### src/core/pm_guard_pkg.sv
/*
  Shared types and constants for the program-memory write guard.
  Assumes word addressing of program memory, 512-word pages and
  configuration words that sit in the last implemented page.
*/
package pm_guard_pkg;

  localparam int ADDR_W = 24;
  localparam int PAGE_SHIFT = 9;
  localparam int PAGE_SEL_W = 9;
  localparam int PAGE_IDX_W = ADDR_W - PAGE_SHIFT;

  typedef logic [PAGE_IDX_W-1:0] page_idx_t;

  // Configuration word image; every flag bit except segment_direction and segment_protect_disable is active when programmed to 0, page select is a page number
  typedef struct packed {
    logic global_code_protect;
    logic global_write_protect;
    logic segment_protect_disable;
    logic segment_direction;
    logic last_page_guard;
    logic [PAGE_SEL_W-1:0] segment_page_select;
  } cfg_s;

  localparam int CFG_W = $bits(cfg_s);

  // Program-memory access presented by the memory controller
  typedef struct packed {
    logic valid;
    logic external;
    logic read;
    logic [ADDR_W-1:0] addr;
  } req_s;

  // Reset image is the erased, unprogrammed state
  localparam cfg_s CFG_RESET = '{
    global_code_protect: 1'b1,
    global_write_protect: 1'b1,
    segment_protect_disable: 1'b1,
    segment_direction: 1'b1,
    last_page_guard: 1'b1,
    segment_page_select: 9'h1FF
  };
  localparam cfg_s SHADOW_RESET = ~CFG_RESET;
  localparam logic [CFG_W-1:0] SHADOW_MATCH = {CFG_W{1'b1}};

  localparam page_idx_t LAST_PAGE_DEFAULT = 15'h01FF;

endpackage

### src/core/program_memory_write_guard.sv
/*
  Program-memory write guard: decides per access whether program memory
  may be read, written or erased, and watches the configuration image
  against its complementary shadow.
  Assumes the memory controller holds REQ stable while valid, and that
  the system turns FORCE_RESET into a device reset that drives NRST low.
*/
// Function
// - Code protect blocks external program accesses only
// - Write protect at 0 blocks internal writes
// - Writes inside protected segment are blocked
// - Block is OR of global and segment
// - Segment active only when disable bit 0
// - Selected 512-word page always inside segment
// - Direction 0 protects zero through page
// - Direction 1 protects page through last
// - Guard at 0 protects last page always
// - Both disables set leaves only global protection
// - Complementary shadow compared every cycle
// - Shadow mismatch after a load flags error, forces reset
// - Configuration source covered by same protection
`timescale 1ns/10ps
module program_memory_write_guard #(
  parameter pm_guard_pkg::page_idx_t LAST_PAGE = pm_guard_pkg::LAST_PAGE_DEFAULT
) (
  input wire logic SYS_CLK,
  input wire logic NRST,
  input wire logic CFG_LOAD,
  input wire pm_guard_pkg::cfg_s CFG_WORD,
  input wire pm_guard_pkg::cfg_s CFG_UPSET,
  input wire pm_guard_pkg::req_s REQ,
  output logic BLOCK,
  output logic CFG_VALID,
  output pm_guard_pkg::cfg_s CFG_ACTIVE,
  output logic PARITY_ERROR,
  output logic FORCE_RESET
);
  import pm_guard_pkg::*;

  cfg_s cfg_active;
  cfg_s cfg_shadow;
  logic cfg_loaded;
  logic parity_error;
  cfg_s next_cfg_active;
  cfg_s next_cfg_shadow;
  logic next_cfg_loaded;
  logic next_parity_error;
  logic mismatch;

  // Page number of a word address
  function automatic page_idx_t page_of(input logic [ADDR_W-1:0] addr);
    page_of = addr[ADDR_W-1:PAGE_SHIFT];
  endfunction

  // Segment hit for a page under a given configuration
  function automatic logic segment_hit(input cfg_s c, input page_idx_t pg, input page_idx_t last);
    page_idx_t sel;
    logic in_seg;
    sel = page_idx_t'(c.segment_page_select);
    in_seg = 1'b0;
    if (!c.segment_protect_disable) begin
      if (c.segment_direction) begin
        in_seg = (pg >= sel);
      end else begin
        in_seg = (pg <= sel);
      end
    end
    // Guard covers the configuration words whatever the segment says
    segment_hit = in_seg | (!c.last_page_guard && pg == last);
  endfunction

  // Configuration image and shadow
  always_comb begin
    next_cfg_active = cfg_active ^ CFG_UPSET;
    next_cfg_shadow = cfg_shadow;
    next_cfg_loaded = cfg_loaded;
    if (CFG_LOAD) begin
      next_cfg_active = CFG_WORD;
      next_cfg_shadow = ~CFG_WORD;
      next_cfg_loaded = 1'b1;
    end
  end

  // Shadow check; a load rewrites both copies so it cannot trip itself
  assign mismatch = ((cfg_active ^ cfg_shadow) != SHADOW_MATCH);

  always_comb begin
    // Sticky until reset, so a passing upset still forces the reset
    next_parity_error = parity_error | (cfg_loaded & mismatch);
  end

  always_ff @(posedge SYS_CLK) begin
    if (!NRST) begin
      cfg_active <= CFG_RESET;
      cfg_shadow <= SHADOW_RESET;
      cfg_loaded <= 1'b0;
      parity_error <= 1'b0;
    end else begin
      cfg_active <= next_cfg_active;
      cfg_shadow <= next_cfg_shadow;
      cfg_loaded <= next_cfg_loaded;
      parity_error <= next_parity_error;
    end
  end

  // Access decision
  logic code_prot;
  logic write_prot;
  logic seg_block;
  logic is_write;
  logic global_block;

  assign is_write = ~REQ.read;
  assign code_prot = REQ.external & ~cfg_active.global_code_protect;
  assign write_prot = is_write & ~REQ.external & ~cfg_active.global_write_protect;
  // Last page holds the configuration source, so guard and segment shield it
  assign seg_block = is_write & segment_hit(cfg_active, page_of(REQ.addr), LAST_PAGE);
  assign global_block = code_prot | write_prot;

  always_comb begin
    // Fail safe: nothing passes before a clean configuration is loaded
    BLOCK = REQ.valid & (global_block | seg_block | ~cfg_loaded | parity_error);
  end

  assign CFG_VALID = cfg_loaded;
  assign CFG_ACTIVE = cfg_active;
  assign PARITY_ERROR = parity_error;
  assign FORCE_RESET = parity_error;

  // Checks
  logic req_page_last;
  logic req_page_ge;
  logic req_page_le;
  assign req_page_last = (page_of(REQ.addr) == LAST_PAGE);
  assign req_page_ge = (page_of(REQ.addr) >= page_idx_t'(cfg_active.segment_page_select));
  assign req_page_le = (page_of(REQ.addr) <= page_idx_t'(cfg_active.segment_page_select));

  property p_ext_code_protect;
    @(posedge SYS_CLK) disable iff (!NRST)
      (REQ.valid && REQ.external && !cfg_active.global_code_protect) |-> BLOCK;
  endproperty
  a_ext_code_protect: assert property (p_ext_code_protect) else $error("external access passed under code protect");

  property p_int_read_free;
    @(posedge SYS_CLK) disable iff (!NRST)
      (REQ.valid && REQ.read && !REQ.external && cfg_loaded && !parity_error) |-> !BLOCK;
  endproperty
  a_int_read_free: assert property (p_int_read_free) else $error("internal read blocked");

  property p_write_protect;
    @(posedge SYS_CLK) disable iff (!NRST)
      (REQ.valid && !REQ.read && !REQ.external && !cfg_active.global_write_protect) |-> BLOCK;
  endproperty
  a_write_protect: assert property (p_write_protect) else $error("internal write passed under write protect");

  property p_seg_low;
    @(posedge SYS_CLK) disable iff (!NRST)
      (REQ.valid && !REQ.read && !cfg_active.segment_protect_disable
        && !cfg_active.segment_direction && req_page_le) |-> BLOCK;
  endproperty
  a_seg_low: assert property (p_seg_low) else $error("write below boundary page passed");

  property p_seg_high;
    @(posedge SYS_CLK) disable iff (!NRST)
      (REQ.valid && !REQ.read && !cfg_active.segment_protect_disable
        && cfg_active.segment_direction && req_page_ge) |-> BLOCK;
  endproperty
  a_seg_high: assert property (p_seg_high) else $error("write above boundary page passed");

  property p_last_guard;
    @(posedge SYS_CLK) disable iff (!NRST)
      (REQ.valid && !REQ.read && !cfg_active.last_page_guard && req_page_last) |-> BLOCK;
  endproperty
  a_last_guard: assert property (p_last_guard) else $error("write to guarded last page passed");

  property p_no_segment;
    @(posedge SYS_CLK) disable iff (!NRST)
      (REQ.valid && !REQ.read && !REQ.external && cfg_loaded && !parity_error
        && cfg_active.segment_protect_disable && cfg_active.last_page_guard
        && cfg_active.global_write_protect) |-> !BLOCK;
  endproperty
  a_no_segment: assert property (p_no_segment) else $error("write blocked with no protection set");

  property p_seg_outside;
    @(posedge SYS_CLK) disable iff (!NRST)
      (REQ.valid && !REQ.read && !REQ.external && cfg_loaded && !parity_error
        && cfg_active.global_write_protect && !cfg_active.segment_protect_disable
        && cfg_active.segment_direction && !req_page_ge && !req_page_last) |-> !BLOCK;
  endproperty
  a_seg_outside: assert property (p_seg_outside) else $error("write outside segment blocked");

  property p_load_shadow;
    @(posedge SYS_CLK) disable iff (!NRST)
      (CFG_LOAD && !parity_error) |=> (CFG_VALID && CFG_ACTIVE == $past(CFG_WORD) && !mismatch);
  endproperty
  a_load_shadow: assert property (p_load_shadow) else $error("configuration load not mirrored in shadow");

  property p_upset_reset;
    @(posedge SYS_CLK) disable iff (!NRST)
      (cfg_loaded && mismatch) |=> (PARITY_ERROR && FORCE_RESET) [*4];
  endproperty
  a_upset_reset: assert property (p_upset_reset) else $error("shadow mismatch did not hold reset request");

  property p_error_blocks;
    @(posedge SYS_CLK) disable iff (!NRST)
      (parity_error && REQ.valid) |-> BLOCK;
  endproperty
  a_error_blocks: assert property (p_error_blocks) else $error("access passed after parity error");

  property p_idle_no_block;
    @(posedge SYS_CLK) disable iff (!NRST)
      !REQ.valid |-> !BLOCK;
  endproperty
  a_idle_no_block: assert property (p_idle_no_block) else $error("block raised with no request");

  property p_unloaded_blocks;
    @(posedge SYS_CLK) disable iff (!NRST)
      (REQ.valid && !cfg_loaded) |-> BLOCK;
  endproperty
  a_unloaded_blocks: assert property (p_unloaded_blocks) else $error("access passed before configuration load");

  property p_ext_read_free;
    @(posedge SYS_CLK) disable iff (!NRST)
      (REQ.valid && REQ.read && REQ.external && cfg_active.global_code_protect
        && cfg_loaded && !parity_error) |-> !BLOCK;
  endproperty
  a_ext_read_free: assert property (p_ext_read_free) else $error("external read blocked without code protect");

endmodule

### config.mk
export PLATFORM = sky130hd
export DESIGN_NAME = program_memory_write_guard
export DESIGN_NICKNAME = d
export VERILOG_FILES = /design/src/core/pm_guard_pkg.sv /design/src/core/program_memory_write_guard.sv
export SDC_FILE = /design/constraint.sdc
export NUM_CORES = 1
export LEC_CHECK = 0
export ABC_CLOCK_PERIOD_IN_PS = 3400
export BUFFER_PORTS_ARGS = -buffer_cell sky130_fd_sc_hd__buf_2
export CAP_MARGIN = 20
export CORE_MARGIN = 2
export CORE_UTILIZATION = 50
export DETAILED_ROUTE_END_ITERATION = 6
export GPL_ROUTABILITY_DRIVEN = 1
export MAX_ROUTING_LAYER = met4
export PLACE_DENSITY = 0.84
export SLEW_MARGIN = 10
export SYNTH_ARGS = -nofsm -noshare
export SYNTH_HDL_FRONTEND = slang
export SYNTH_SLANG_ARGS = --single-unit
export TNS_END_PERCENT = 10
### constraint.sdc
create_clock -name SYS_CLK -period 3.4 [get_ports SYS_CLK]
set_input_delay 0.51 -clock SYS_CLK [delete_from_list [all_inputs] [get_ports SYS_CLK]]
set_output_delay 0.51 -clock SYS_CLK [all_outputs]
set_load 0.03 [all_outputs]
**Word level (Yosys, flattened, before mapping)**

Cells that the tools add are included.

- Logic and storage cells: 43
- Register bits after elaboration: 30
- Bits in latches: 0
- Output and inout port bits: 18
- Bits in writable memories: 0
- Memories: 0
- ROM bits: 0

- $add $sub $neg: 0
- Reduce and logical (&&, ||, !) cells: 2
- Multiply operators: 0
- $lt $le $gt $ge: 2
- Muxes and demuxes: 3
- Shift-type cells: 0
- Div/mod/pow operators: 0
- Bitwise gates (word level): 20
- Equality and inequality tests: 2

Operator list:

| operator | count |
|---|---|
| $xor 14x14->14 | 2 |
| $eq 15x9->1 const B | 1 |
| $ge 15x9->1 | 1 |
| $le 15x9->1 | 1 |
| $mux 14 | 1 |
| $ne 14x14->1 const B | 1 |
| $not 14->14 | 1 |
| $and 1x1->1 | 6 |
| $or 1x1->1 | 6 |
| $not 1->1 | 5 |
| $mux 1 | 2 |
| $logic_and 1x1->1 | 1 |
| $logic_not 1->1 | 1 |

**Longest topological paths before layout**

Gate-level depths: netlist of run 1.

- Word-level depth: 9
- Mapped depth: 7
- Gate-level depth less buffers: 7

**Worst setup path before layout of run 1**

Ideal clock, no wire load.

- Path kind: register to output
- From: reg cfg_active, in the netlist CFG_ACTIVE[5]
- To: out BLOCK
- Cell stages (with the launch flop): 8
- Data arrival time: 2049 ps
- Path slack: 841 ps
- Cells stage by stage: dfxtp_1 > inv_1 > ha_1 > nand4_1 > or3_1 > o31a_1 > o221ai_1 > or3b_1

- Longest elaborated chain between the ends: 9
- Elaborated cells between the ends (all ways): 10
- Classes of those cells: order compare (2); mux (2); bitwise (6)

RTL lines:

| what | line | source |
|---|---|---|
| start, declared | program_memory_write_guard.sv:40 | `cfg_s cfg_active;` |
| start signal, assigned | program_memory_write_guard.sv:99 | `cfg_active <= next_cfg_active;` |
| $le 15x9->1 or $ge 15x9->1 (tied branches) | n/a |  |
| $mux 1 (*) | program_memory_write_guard.sv:62 | `if (c.segment_direction) begin` |
| $mux 1 (*) | program_memory_write_guard.sv:61 | `if (!c.segment_protect_disable) begin` |
| $or 1x1->1 (*) | program_memory_write_guard.sv:69 | `segment_hit = in_seg \| (!c.last_page_guard && pg == last);` |
| $and 1x1->1 (*) | program_memory_write_guard.sv:117 | `assign seg_block = is_write & segment_hit(cfg_active, page_of(REQ.addr), LAST_PAGE);` |
| $or 1x1->1 (*) (3 in a row) | program_memory_write_guard.sv:122 | `BLOCK = REQ.valid & (global_block \| seg_block \| ~cfg_loaded \| parity_error);` |
| $and 1x1->1 (*) | program_memory_write_guard.sv:122 |  |
| end, declared | program_memory_write_guard.sv:32 | `output logic BLOCK,` |

Mark *: on every way between the ends. The rest lies on a longest branch, timed or not.

**Worst setup path after layout of run 1**

Ends and elaborated chain as after synthesis.

==> results of run 1 <==
[cells in the final DEF, fill, tap and decap left out, drive strengths merged, types with 3 or more instances in the layout]
cell	synthesis	layout
xnor2	14	14
buf	2	66
mux2i	14	14
nand2	32	32
clkbuf	7	6
nand4	3	3
dfxtp	30	30
nor2	5	5
xor2	14	14
inv	10	10
o211a	14	14
ha	9	9
nor4	4	4
a21oi	3	3
[flip-flops by register name, summed over array words and instances (netlist names)]
name and cells:
FORCE_RESET 1, CFG_VALID 1, cfg_shadow 14, CFG_ACTIVE 14
[worst max-delay path, cell delays in order, from the launching register on]
cell      delay, ns
dfxtp_1        0.43
inv_1          0.07
ha_1           0.29
nand4_1        0.12
or3_1          0.36
o31a_1         0.29
o221ai_1       0.16
or3b_1         0.13
buf_2          0.18
[cell usage after synthesis]
library cell	instances	area [um^2]
buf_4	1	7.510
nor3_1	2	10.01
clkbuf_1	7	26.28
or3_1	1	6.260
o31a_1	1	8.760
dfxtp_1	30	600.6
o211a_1	14	140.1
ha_1	9	112.6
nand3_1	1	5.000
o21ai_0	1	5.000
a211oi_2	1	12.51
nor2b_1	2	12.51
a211oi_1	1	7.510
nand4b_1	2	17.52
or3b_1	1	8.760
o21a_1	1	7.510
a21oi_1	3	15.01
xnor2_1	14	122.6
xor2_1	14	122.6
nand3b_1	1	7.510
mux2i_1	14	140.1
nor4_1	3	18.77
nor4_2	1	12.51
buf_2	1	5.000
nand4_1	3	18.77
nand2_1	32	120.1
nor2_1	5	18.77
inv_1	10	37.54
o221ai_1	1	8.760
o31ai_1	1	7.510
or4_1	1	7.510
nand2b_1	1	6.260
o41ai_4	1	27.53
[cell families (layout without fill, tap and decap cells)]
group	count (synthesis)	in the layout	share of synthesized area (%)
xor+xnor	28	28	14.55
mux	14	14	8.315
simple gates	56	56	16.04
flops	30	30	35.63
buf+inv	19	82	4.529
compound gates	25	25	14.25
fa+ha+maj	9	9	6.682
[through the flow]
step           instance area [um^2]  cells  hold WS (ns)  utilization [%]  power [mW]
2_1_floorplan                  1685    181        0.4738                -      0.5643
3_3_place_gp                   2034    284        0.4797            61.94      0.6323
3_5_place_dp                   2034    284        0.4905            61.94      0.6382
4_1_cts                        2086    290        0.4144            63.50      0.8351
5_1_grt                        2086    290        0.4242            63.50      0.8770
6_report                       2086    290        0.4230            63.50      0.8307
[power by group through the flow]
stage	sequential, mW	clock (mW)	combinational (mW)
4_1_cts	0.412	0.204	0.219
3_3_place_gp	0.419	0	0.213
2_1_floorplan	0.446	0	0.118
6_report	0.412	0.202	0.216
5_1_grt	0.416	0.219	0.241
3_5_place_dp	0.420	0	0.218
[final cells by class]
| type | instances | area [um^2] | share of cell area [%] |
|---|---|---|---|
| clock buffer | 6 | 51.30 | 2.460 |
| multi-input combinational | 132 | 1008 | 48.35 |
| sequential | 30 | 600.6 | 28.79 |
| timing repair buffer | 66 | 330.3 | 15.84 |
| tap | 46 | 57.56 | 2.759 |
| inverter | 10 | 37.54 | 1.800 |
[metal layers]
layer  track usage [%]  vias up  wire length, um
li1                  -      756                -
met1             22.65      661             1544
met2             30.80       47             1570
met3             3.727        9              207
met4             8.815        0               71
met5                 -        -                0
[path summary, 6_finish.rpt]
path | end | slack (ns)
min | CFG_ACTIVE[9] | 0.42
min reg2reg | cfg_shadow[12] | 0.51
max reg2reg | FORCE_RESET | 2.09
max | BLOCK | 0.54
==> impl_results.md, run 1 <==
- Area growth from synthesis to layout: 23.76%
- Max VDD drop: 0.0002213 V
- P_sw: 0.2588 mW
- Critical setup path kind: flop to output pin
- Comb power frac: 26.0%
- Clock sink total: 30
- Share of cells above drive strength 1: 30.74%
- CP required: 2.89 ns
- CTS root buf: clkbuf_4
- # DRC: 0
- Reg2reg start: CFG_ACTIVE[5]
- Die Y: 62.06 um
- DP HPWL: 2688 um
- Power share of the clock group: 24.4%
- Vias per cell: 5.079
- Power density cells: 398.3 nW/um^2
- ANT cells: 0
- Placement-stage worst setup slack: 0.7334 ns
- Rel. slew slack: 43.99%
- Minimum clock period: 2.859 ns
- Number of I/O pins: 76
- First-pass GRT wire length: 5209 um
- F_max: 0.3498 GHz
- Int Pwr: 0.5719 mW
- Final net count: 312
- CP startpoint: CFG_ACTIVE[5]
- Die area: 3851 um^2
- Final setup violation count: 0
- CTS buffer count: 5
- Crit start category: flop
- CTS tree: yes
- Yosys Warn Count: 0
- Worst Path Arrival: 2.35 ns
- Gate Count Post-Synth: 181
- Chip width: 62.06 um
- I/O Buffers: 66
- Largest net degree at the start of global routing: 44
- Final Hold Viols: 0
- H-tree depth: 2
- RSZ-0062 raised after global routing: false
- Syn Nets: 248
- Synth cell types: 33
- Worst-path clk slew: 0.09 ns
- Status: finished clean
- Number of global-route vias before repair: 1,306
- GRT Total Usage: 19.03%
- Switching share of power: 31.15%
- Routed len/inst: 11.70 um
- CTS max path bufs: 2
- Routed WL: 3393 um
- Antenna violations before repair: 0
- TNS Setup: 0 ns
- Via Count: 1,473
- 1st-pass router iterations: 4
- R2r worst-path depth: 5
- Num rows: 21
- Max-cap check violation count: 0
- Part of the power in registers: 49.6%
- Later-pin clock latency in the skew report: 0.31 ns
- Post-DRT Antenna Nets: 0
- DRT iter0 DRCs: 53
- Resized cells post-CTS: 0
- Clock Skew: 0.007962 ns
- Mapped Area: 1685 um^2
- Worst Max-Slew Pin Slew: 0.8402 ns
- Final Max Tran Viols: 0
- GPL Wtd Cong: 0.7923
- Period utilization: 84.08%
- Hold crit path type: input pin to flop
- Part of the Yosys area used for sequential elements: 35.63%
- Hold_buf cts: 0
- Worst-path fanout max: 4
- Syn Area/Cell: 9.311 um^2
- Setup WS post-layout: 0.5412 ns
- Initial core utilization: 51.31%
- Grt ovf: 0
- Number of fill cells: 284
- Hold Startpoint: CFG_WORD[9]
- Number of post-CTS setup repair buffers: 0
- Placeable Area: 3284 um^2
- Hold depth: 3
- LEAKAGE: 1.103 nW
- Crit. End Element: output pin
- Seq cells post-synth: 30
Note: power is estimated with default switching activity, not from simulation.
==> run 2: changes to the inputs <==
- ABC_CLOCK_PERIOD_IN_PS: 3400 -> 2650
- CORE_UTILIZATION: 50 -> 47
- PLACE_DENSITY: 0.84 -> 0.8
- clock period: 3.4 -> 2.65 ns (I/O delays scaled with it)
==> impl_results.md, run 2 (same netlist as run 1, synthesis figures left out) <==
- Status: finished clean
- Final Hold Viols: 0 (unchanged)
- Via Count: 1,500 (+1.8%)
- CP required: 2.25 ns (-0.64 ns)
- Hold Startpoint: CFG_WORD[13]
- I/O Buffers: 66 (unchanged)
- Grt ovf: 0 (unchanged)
- Power share of the clock group: 22.6% (-1.8 points)
- Vias per cell: 5.068 (-0.23%)
- Critical setup path kind: flop to output pin
- Placeable Area: 3390 um^2 (+3.2%)
- Fin area: 2158 um^2 (+3.5%)
- CTS buffer count: 5 (unchanged)
- Slowest-stage cell, CP: dfxtp_2
- GPL Wtd Cong: 0.7654 (-3.4%)
- Minimum clock period: 2.532 ns
- Worst Max-Slew Pin Slew: 0.8565 ns (+0.01628 ns)
- Switching share of power: 31.86% (+0.71 points)
- TNS Setup: 0 ns (unchanged)
- Placement-stage worst setup slack: 0.1852 ns (-0.5482 ns)
- Number of fill cells: 291 (+2.5%)
- Chip width: 63.88 um (+2.9%)
- Crit. End Element: output pin
- Comb power frac: 28.5% (+2.5 points)
- Worst-path clk slew: 0.08 ns (about the same)
- Area growth from synthesis to layout: 28.06%
- Worst path bufs/invs: 2 (unchanged)
- Share of cells above drive strength 1: 34.80% (+4.1 points)
- 1st-pass router iterations: 4 (unchanged)
- Final setup violation count: 0 (unchanged)
- Most common cell after layout, fill and taps aside: buf_2
- F_max: 0.3949 GHz
- P_sw: 0.3402 mW (+31%)
- Routed wl met3: 223 um (+7.7%)
- Met1 wire length: 1753 um (+14%)
- DP HPWL: 2852 um (+6.1%)
- Power density cells: 494.8 nW/um^2 (+24%)
- CTS tree: yes
- Reg2reg start: CFG_ACTIVE[6]
- Most frequent cells in the layout: 65 x buf_2, 32 x nand2_1, 25 x dfxtp_1
- Clock sink total: 30 (unchanged)
- Fin Hold WS: 0.3164 ns (-0.1066 ns)
- First-pass GRT wire length: 5934 um (+14%)
- Area post-placement: 2049 um^2 (+0.74%)
- Num rows: 21 (unchanged)
- Final Max Tran Viols: 0 (unchanged)
- WL met2: 1707 um (+8.7%)
- Clock Skew: 0.006867 ns (-0.001095 ns)
- Hold_buf cts: 0 (unchanged)
- DRT iter0 DRCs: 46 (-13%)
- Hold crit path type: input pin to flop
- ANT cells: 0 (unchanged)
- Initial core utilization: 49.72% (-1.6 points)
- Max-cap check violation count: 0 (unchanged)
- Die Y: 63.88 um (+2.9%)
- Largest net degree at the start of global routing: 44 (unchanged)
- FF+latch area: 614.3 um^2 (+2.3%)
- Routed WL: 3734 um (+10%)
- CP startpoint: CFG_ACTIVE[2]
- Critical path's largest stage delay: 0.37 ns (-0.06 ns)
- Die area: 4081 um^2 (+6.0%)
- Antenna violations before repair: 0 (unchanged)
- Rel. slew slack: 42.90% (-1.1 points)
- # DRC: 0 (unchanged)
- CTS root buf: clkbuf_4
- CTS max path bufs: 2 (unchanged)
- Post-DRT Antenna Nets: 0 (unchanged)
- Max VDD drop: 0.0002733 V (+24%)
- Int Pwr: 0.7276 mW (+27%)
- CP top delay family: compound AO/OA/AOI/OAI gates
- LEAKAGE: 1.118 nW (+1.3%)
- Part of the power in registers: 49.0% (-0.6 points)
- Number of I/O pins: 76 (unchanged)
- Later-pin clock latency in the skew report: 0.31 ns (about the same)
- Post-Route Utilization: 63.68% (+0.17 points)
- Number of global-route vias before repair: 1,360 (+4.1%)
- GRT Total Usage: 19.24% (+0.21 points)
- Setup WS post-layout: 0.1176 ns (-0.4236 ns)
- RSZ-0062 raised after global routing: false
- Worst Path Arrival: 2.13 ns (-0.22 ns)
- Period utilization: 95.56%
- H-tree depth: 2 (unchanged)
- Final net count: 317 (+1.6%)
- Crit start category: flop
- CP cell instances: inv_1 > ha_1 > a21oi_2 > a21oi_1 > o31ai_2 > nor2_1 > or3b_1 > buf_6
- Top sig layer: met4
- Area of the multi-input gates: 1030 um^2 (+2.1%)
- Routed len/inst: 12.61 um (+7.8%)
- Worst-path fanout max: 4 (unchanged)
[run 2: repair_timing]
action / in CTS / in global routing
resized for setup: 9 / 4
endpoints found under the setup margin: 1 / 1
pin swaps: 2 / 5
cloned: 0 / 0
buffers inserted: 1 / 2
[run 2: per-layer routing]
layer	vias to the layer above	global-route usage [%]
li1	766	-
met1	683	24.15
met2	46	29.69
met3	5	4.401
met4	0	8.152
met5	-	-
[run 2: power by group through the flow]
stage	Combinational [mW]	Sequential [mW]	Clock (mW)
floorplan	0.152	0.572	0
global placement	0.282	0.536	0
detailed placement	0.288	0.537	0
CTS	0.296	0.525	0.248
global route	0.335	0.528	0.267
finish	0.304	0.523	0.241
[run 2: final timing paths]
check | cells past startpoint | end | slack [ns]
setup / recovery | 8 | BLOCK | 0.12
hold / removal | 3 | CFG_ACTIVE[13] | 0.32
setup reg to reg | 6 | FORCE_RESET | 1.24
hold reg to reg | 1 | cfg_shadow[7] | 0.50
[run 2: layout make-up]
type                    count  share of cell area [%]
clock buffers               7                   2.087
flip-flops and latches     30                   28.46
multi-input cells         132                   47.71
repair buffers             71                   17.33
inverters                  10                   1.739
well taps                  46                   2.667
[run 2: per-stage QoR]
step           power, mW  std cells
4_1_cts            1.069        294
2_1_floorplan     0.7240        181
3_5_place_dp      0.8250        286
5_1_grt            1.131        296
6_report           1.068        296
3_3_place_gp      0.8175        286
[run 2: worst register-to-register path, stage by stage, from the launching register on]
cell and delay (ns):
dfxtp_4 0.36, buf_4 0.14, xnor2_1 0.12, nor4_1 0.33, nand4_1 0.15, a21oi_1 0.17
nor2b_1 0.05
==> run 3: changes to the inputs <==
- ABC_CLOCK_PERIOD_IN_PS: 2650 -> 3200
- CORE_UTILIZATION: 47 -> 50
- PLACE_DENSITY: 0.8 -> 0.84
- clock period: 2.65 -> 3.2 ns (I/O delays scaled with it)
==> impl_results.md, run 3 (same netlist as run 1, synthesis figures left out) <==
- Switching share of power: 30.29% (-1.6 points)
- Most common cell after layout, fill and taps aside: buf_2
- Routed WL: 3527 um (-5.5%)
- Crit. End Element: output pin
- GRT Total Usage: 18.99% (-0.26 points)
- CTS buffer count: 5 (unchanged)
- Final net count: 312 (-1.6%)
- Max VDD drop: 0.0002392 V (-12%)
- Number of global-route vias before repair: 1,272 (-6.5%)
- Placement-stage worst setup slack: 0.6034 ns (+0.4182 ns)
- Setup WS post-layout: 0.3532 ns (+0.2356 ns)
- Share of cells above drive strength 1: 31.30% (-3.5 points)
- RSZ-0062 raised after global routing: false
- I/O Buffers: 66 (unchanged)
- Worst Path Arrival: 2.37 ns (+0.24 ns)
- Final setup violation count: 0 (unchanged)
- Vias per cell: 5.003 (-1.3%)
- Post-Route Utilization: 64.34% (+0.67 points)
- Antenna violations before repair: 0 (unchanged)
- CTS root buf: clkbuf_4
- Num rows: 21 (unchanged)
- DP HPWL: 2746 um (-3.7%)
- Grt ovf: 0 (unchanged)
- # DRC: 0 (unchanged)
- ANT cells: 0 (unchanged)
- Max-cap check violation count: 0 (unchanged)
- DRT iter0 DRCs: 56 (+22%)
- P_sw: 0.2863 mW (-16%)
- Status: finished clean
- Clock Skew: 0.006216 ns (-0.0006504 ns)
- Later-pin clock latency in the skew report: 0.32 ns (about the same)
- Fin Hold WS: 0.3871 ns (+0.07074 ns)
- Hold crit path type: input pin to flop
- F_max: 0.3513 GHz
- Die area: 3851 um^2 (-5.6%)
- Layout Cells excl Fill: 292 (-1.4%)
- Hold_buf cts: 0 (unchanged)
- Slowest-stage cell, CP: dfxtp_1
- First-pass GRT wire length: 5285 um (-11%)
- Most frequent cells in the layout: 66 x buf_2, 32 x nand2_1, 30 x dfxtp_1
- GPL Wtd Cong: 0.7958 (+4.0%)
- Worst-path fanout max: 4 (unchanged)
- Crit start category: flop
- 1st-pass router iterations: 4 (unchanged)
- CTS tree: yes
- Chip width: 62.06 um (-2.8%)
- Comb power frac: 24.4% (-4.1 points)
- Clock sink total: 30 (unchanged)
- LEAKAGE: 1.118 nW (about the same)
- Via Count: 1,461 (-2.6%)
- Die Y: 62.06 um (-2.8%)
- Routed len/inst: 12.08 um (-4.2%)
- Int Pwr: 0.6590 mW (-9.4%)
- Resized cells post-CTS: 0 (-9)
- Minimum clock period: 2.847 ns
- Worst Max-Slew Pin Slew: 0.8469 ns (-0.009598 ns)
- Post-DRT Antenna Nets: 0 (unchanged)
- Period utilization: 88.96%
- Placeable Area: 3284 um^2 (-3.1%)
- CP required: 2.72 ns (+0.47 ns)
- Initial core utilization: 51.31% (+1.6 points)
- Dpl cells: 284 (-0.70%)
- Worst path bufs/invs: 2 (unchanged)
- Area growth from synthesis to layout: 25.39%
- Rel. slew slack: 43.54% (+0.64 points)
- Largest net degree at the start of global routing: 44 (unchanged)
- Final Hold Viols: 0 (unchanged)
- Final Max Tran Viols: 0 (unchanged)
- H-tree depth: 2 (unchanged)
- Part of the power in registers: 46.4% (-2.6 points)
- Critical setup path kind: flop to output pin
- Number of post-CTS setup repair buffers: 0 (-1)
- Critical path's largest stage delay: 0.44 ns (+0.07 ns)
- CP cell instances: inv_1 > ha_1 > nand4_1 > or3_1 > o31a_1 > o221ai_1 > or3b_1 > buf_2
- TNS Setup: 0 ns (unchanged)
- CTS max path bufs: 2 (unchanged)
- Worst-path clk slew: 0.09 ns (about the same)
- Power share of the clock group: 29.2% (+6.6 points)
- Number of I/O pins: 76 (unchanged)
- Power density cells: 447.3 nW/um^2 (-9.6%)
- CP top delay family: simple AND/OR/NAND/NOR gates
-- run 3: worst paths after layout --
check | end | slack (ns) | depth (start not counted) | start
hold reg to reg | cfg_shadow[0] | 0.51 | 1 | cfg_shadow[0]
hold / removal | CFG_ACTIVE[7] | 0.39 | 3 | CFG_WORD[7]
setup reg to reg | FORCE_RESET | 1.87 | 5 | CFG_ACTIVE[5]
setup / recovery | BLOCK | 0.35 | 8 | CFG_ACTIVE[5]
-- run 3: stage by stage --
stage	area (um^2)	power, mW
finish	2113	0.9452
global route	2113	1.001
CTS	2113	0.9533
detailed placement	2034	0.6786
global placement	2034	0.6717
floorplan	1685	0.5996
-- run 3: cell type report --
class	instances	area, um^2
fill	288	1171
sequential	30	600.6
tap	46	57.56
clock buffer	8	78.83
timing repair buffer	66	330.3
multi-input combinational	132	1008
inverter	10	37.54
-- run 3: tightest hold or removal path, cell delays in order --
cell	delay, ns
buf_2	0.09
mux2i_1	0.06
nand2_1	0.06
-- run 3: routing by layer --
| layer | GRT usage, % | vias up | routed length, um |
|---|---|---|---|
| li1 | - | 752 | - |
| met1 | 23.54 | 660 | 1606 |
| met2 | 30.80 | 47 | 1674 |
| met3 | 4.555 | 2 | 225 |
| met4 | 5.167 | 0 | 20 |
| met5 | - | - | 0 |
-- run 3: power by group through the flow --
stage	combinational, mW	sequential [mW]	clock [mW]
finish	0.231	0.438	0.276
global route	0.258	0.442	0.301
CTS	0.233	0.438	0.282
detailed placement	0.232	0.447	0
global placement	0.226	0.445	0
floorplan	0.126	0.474	0
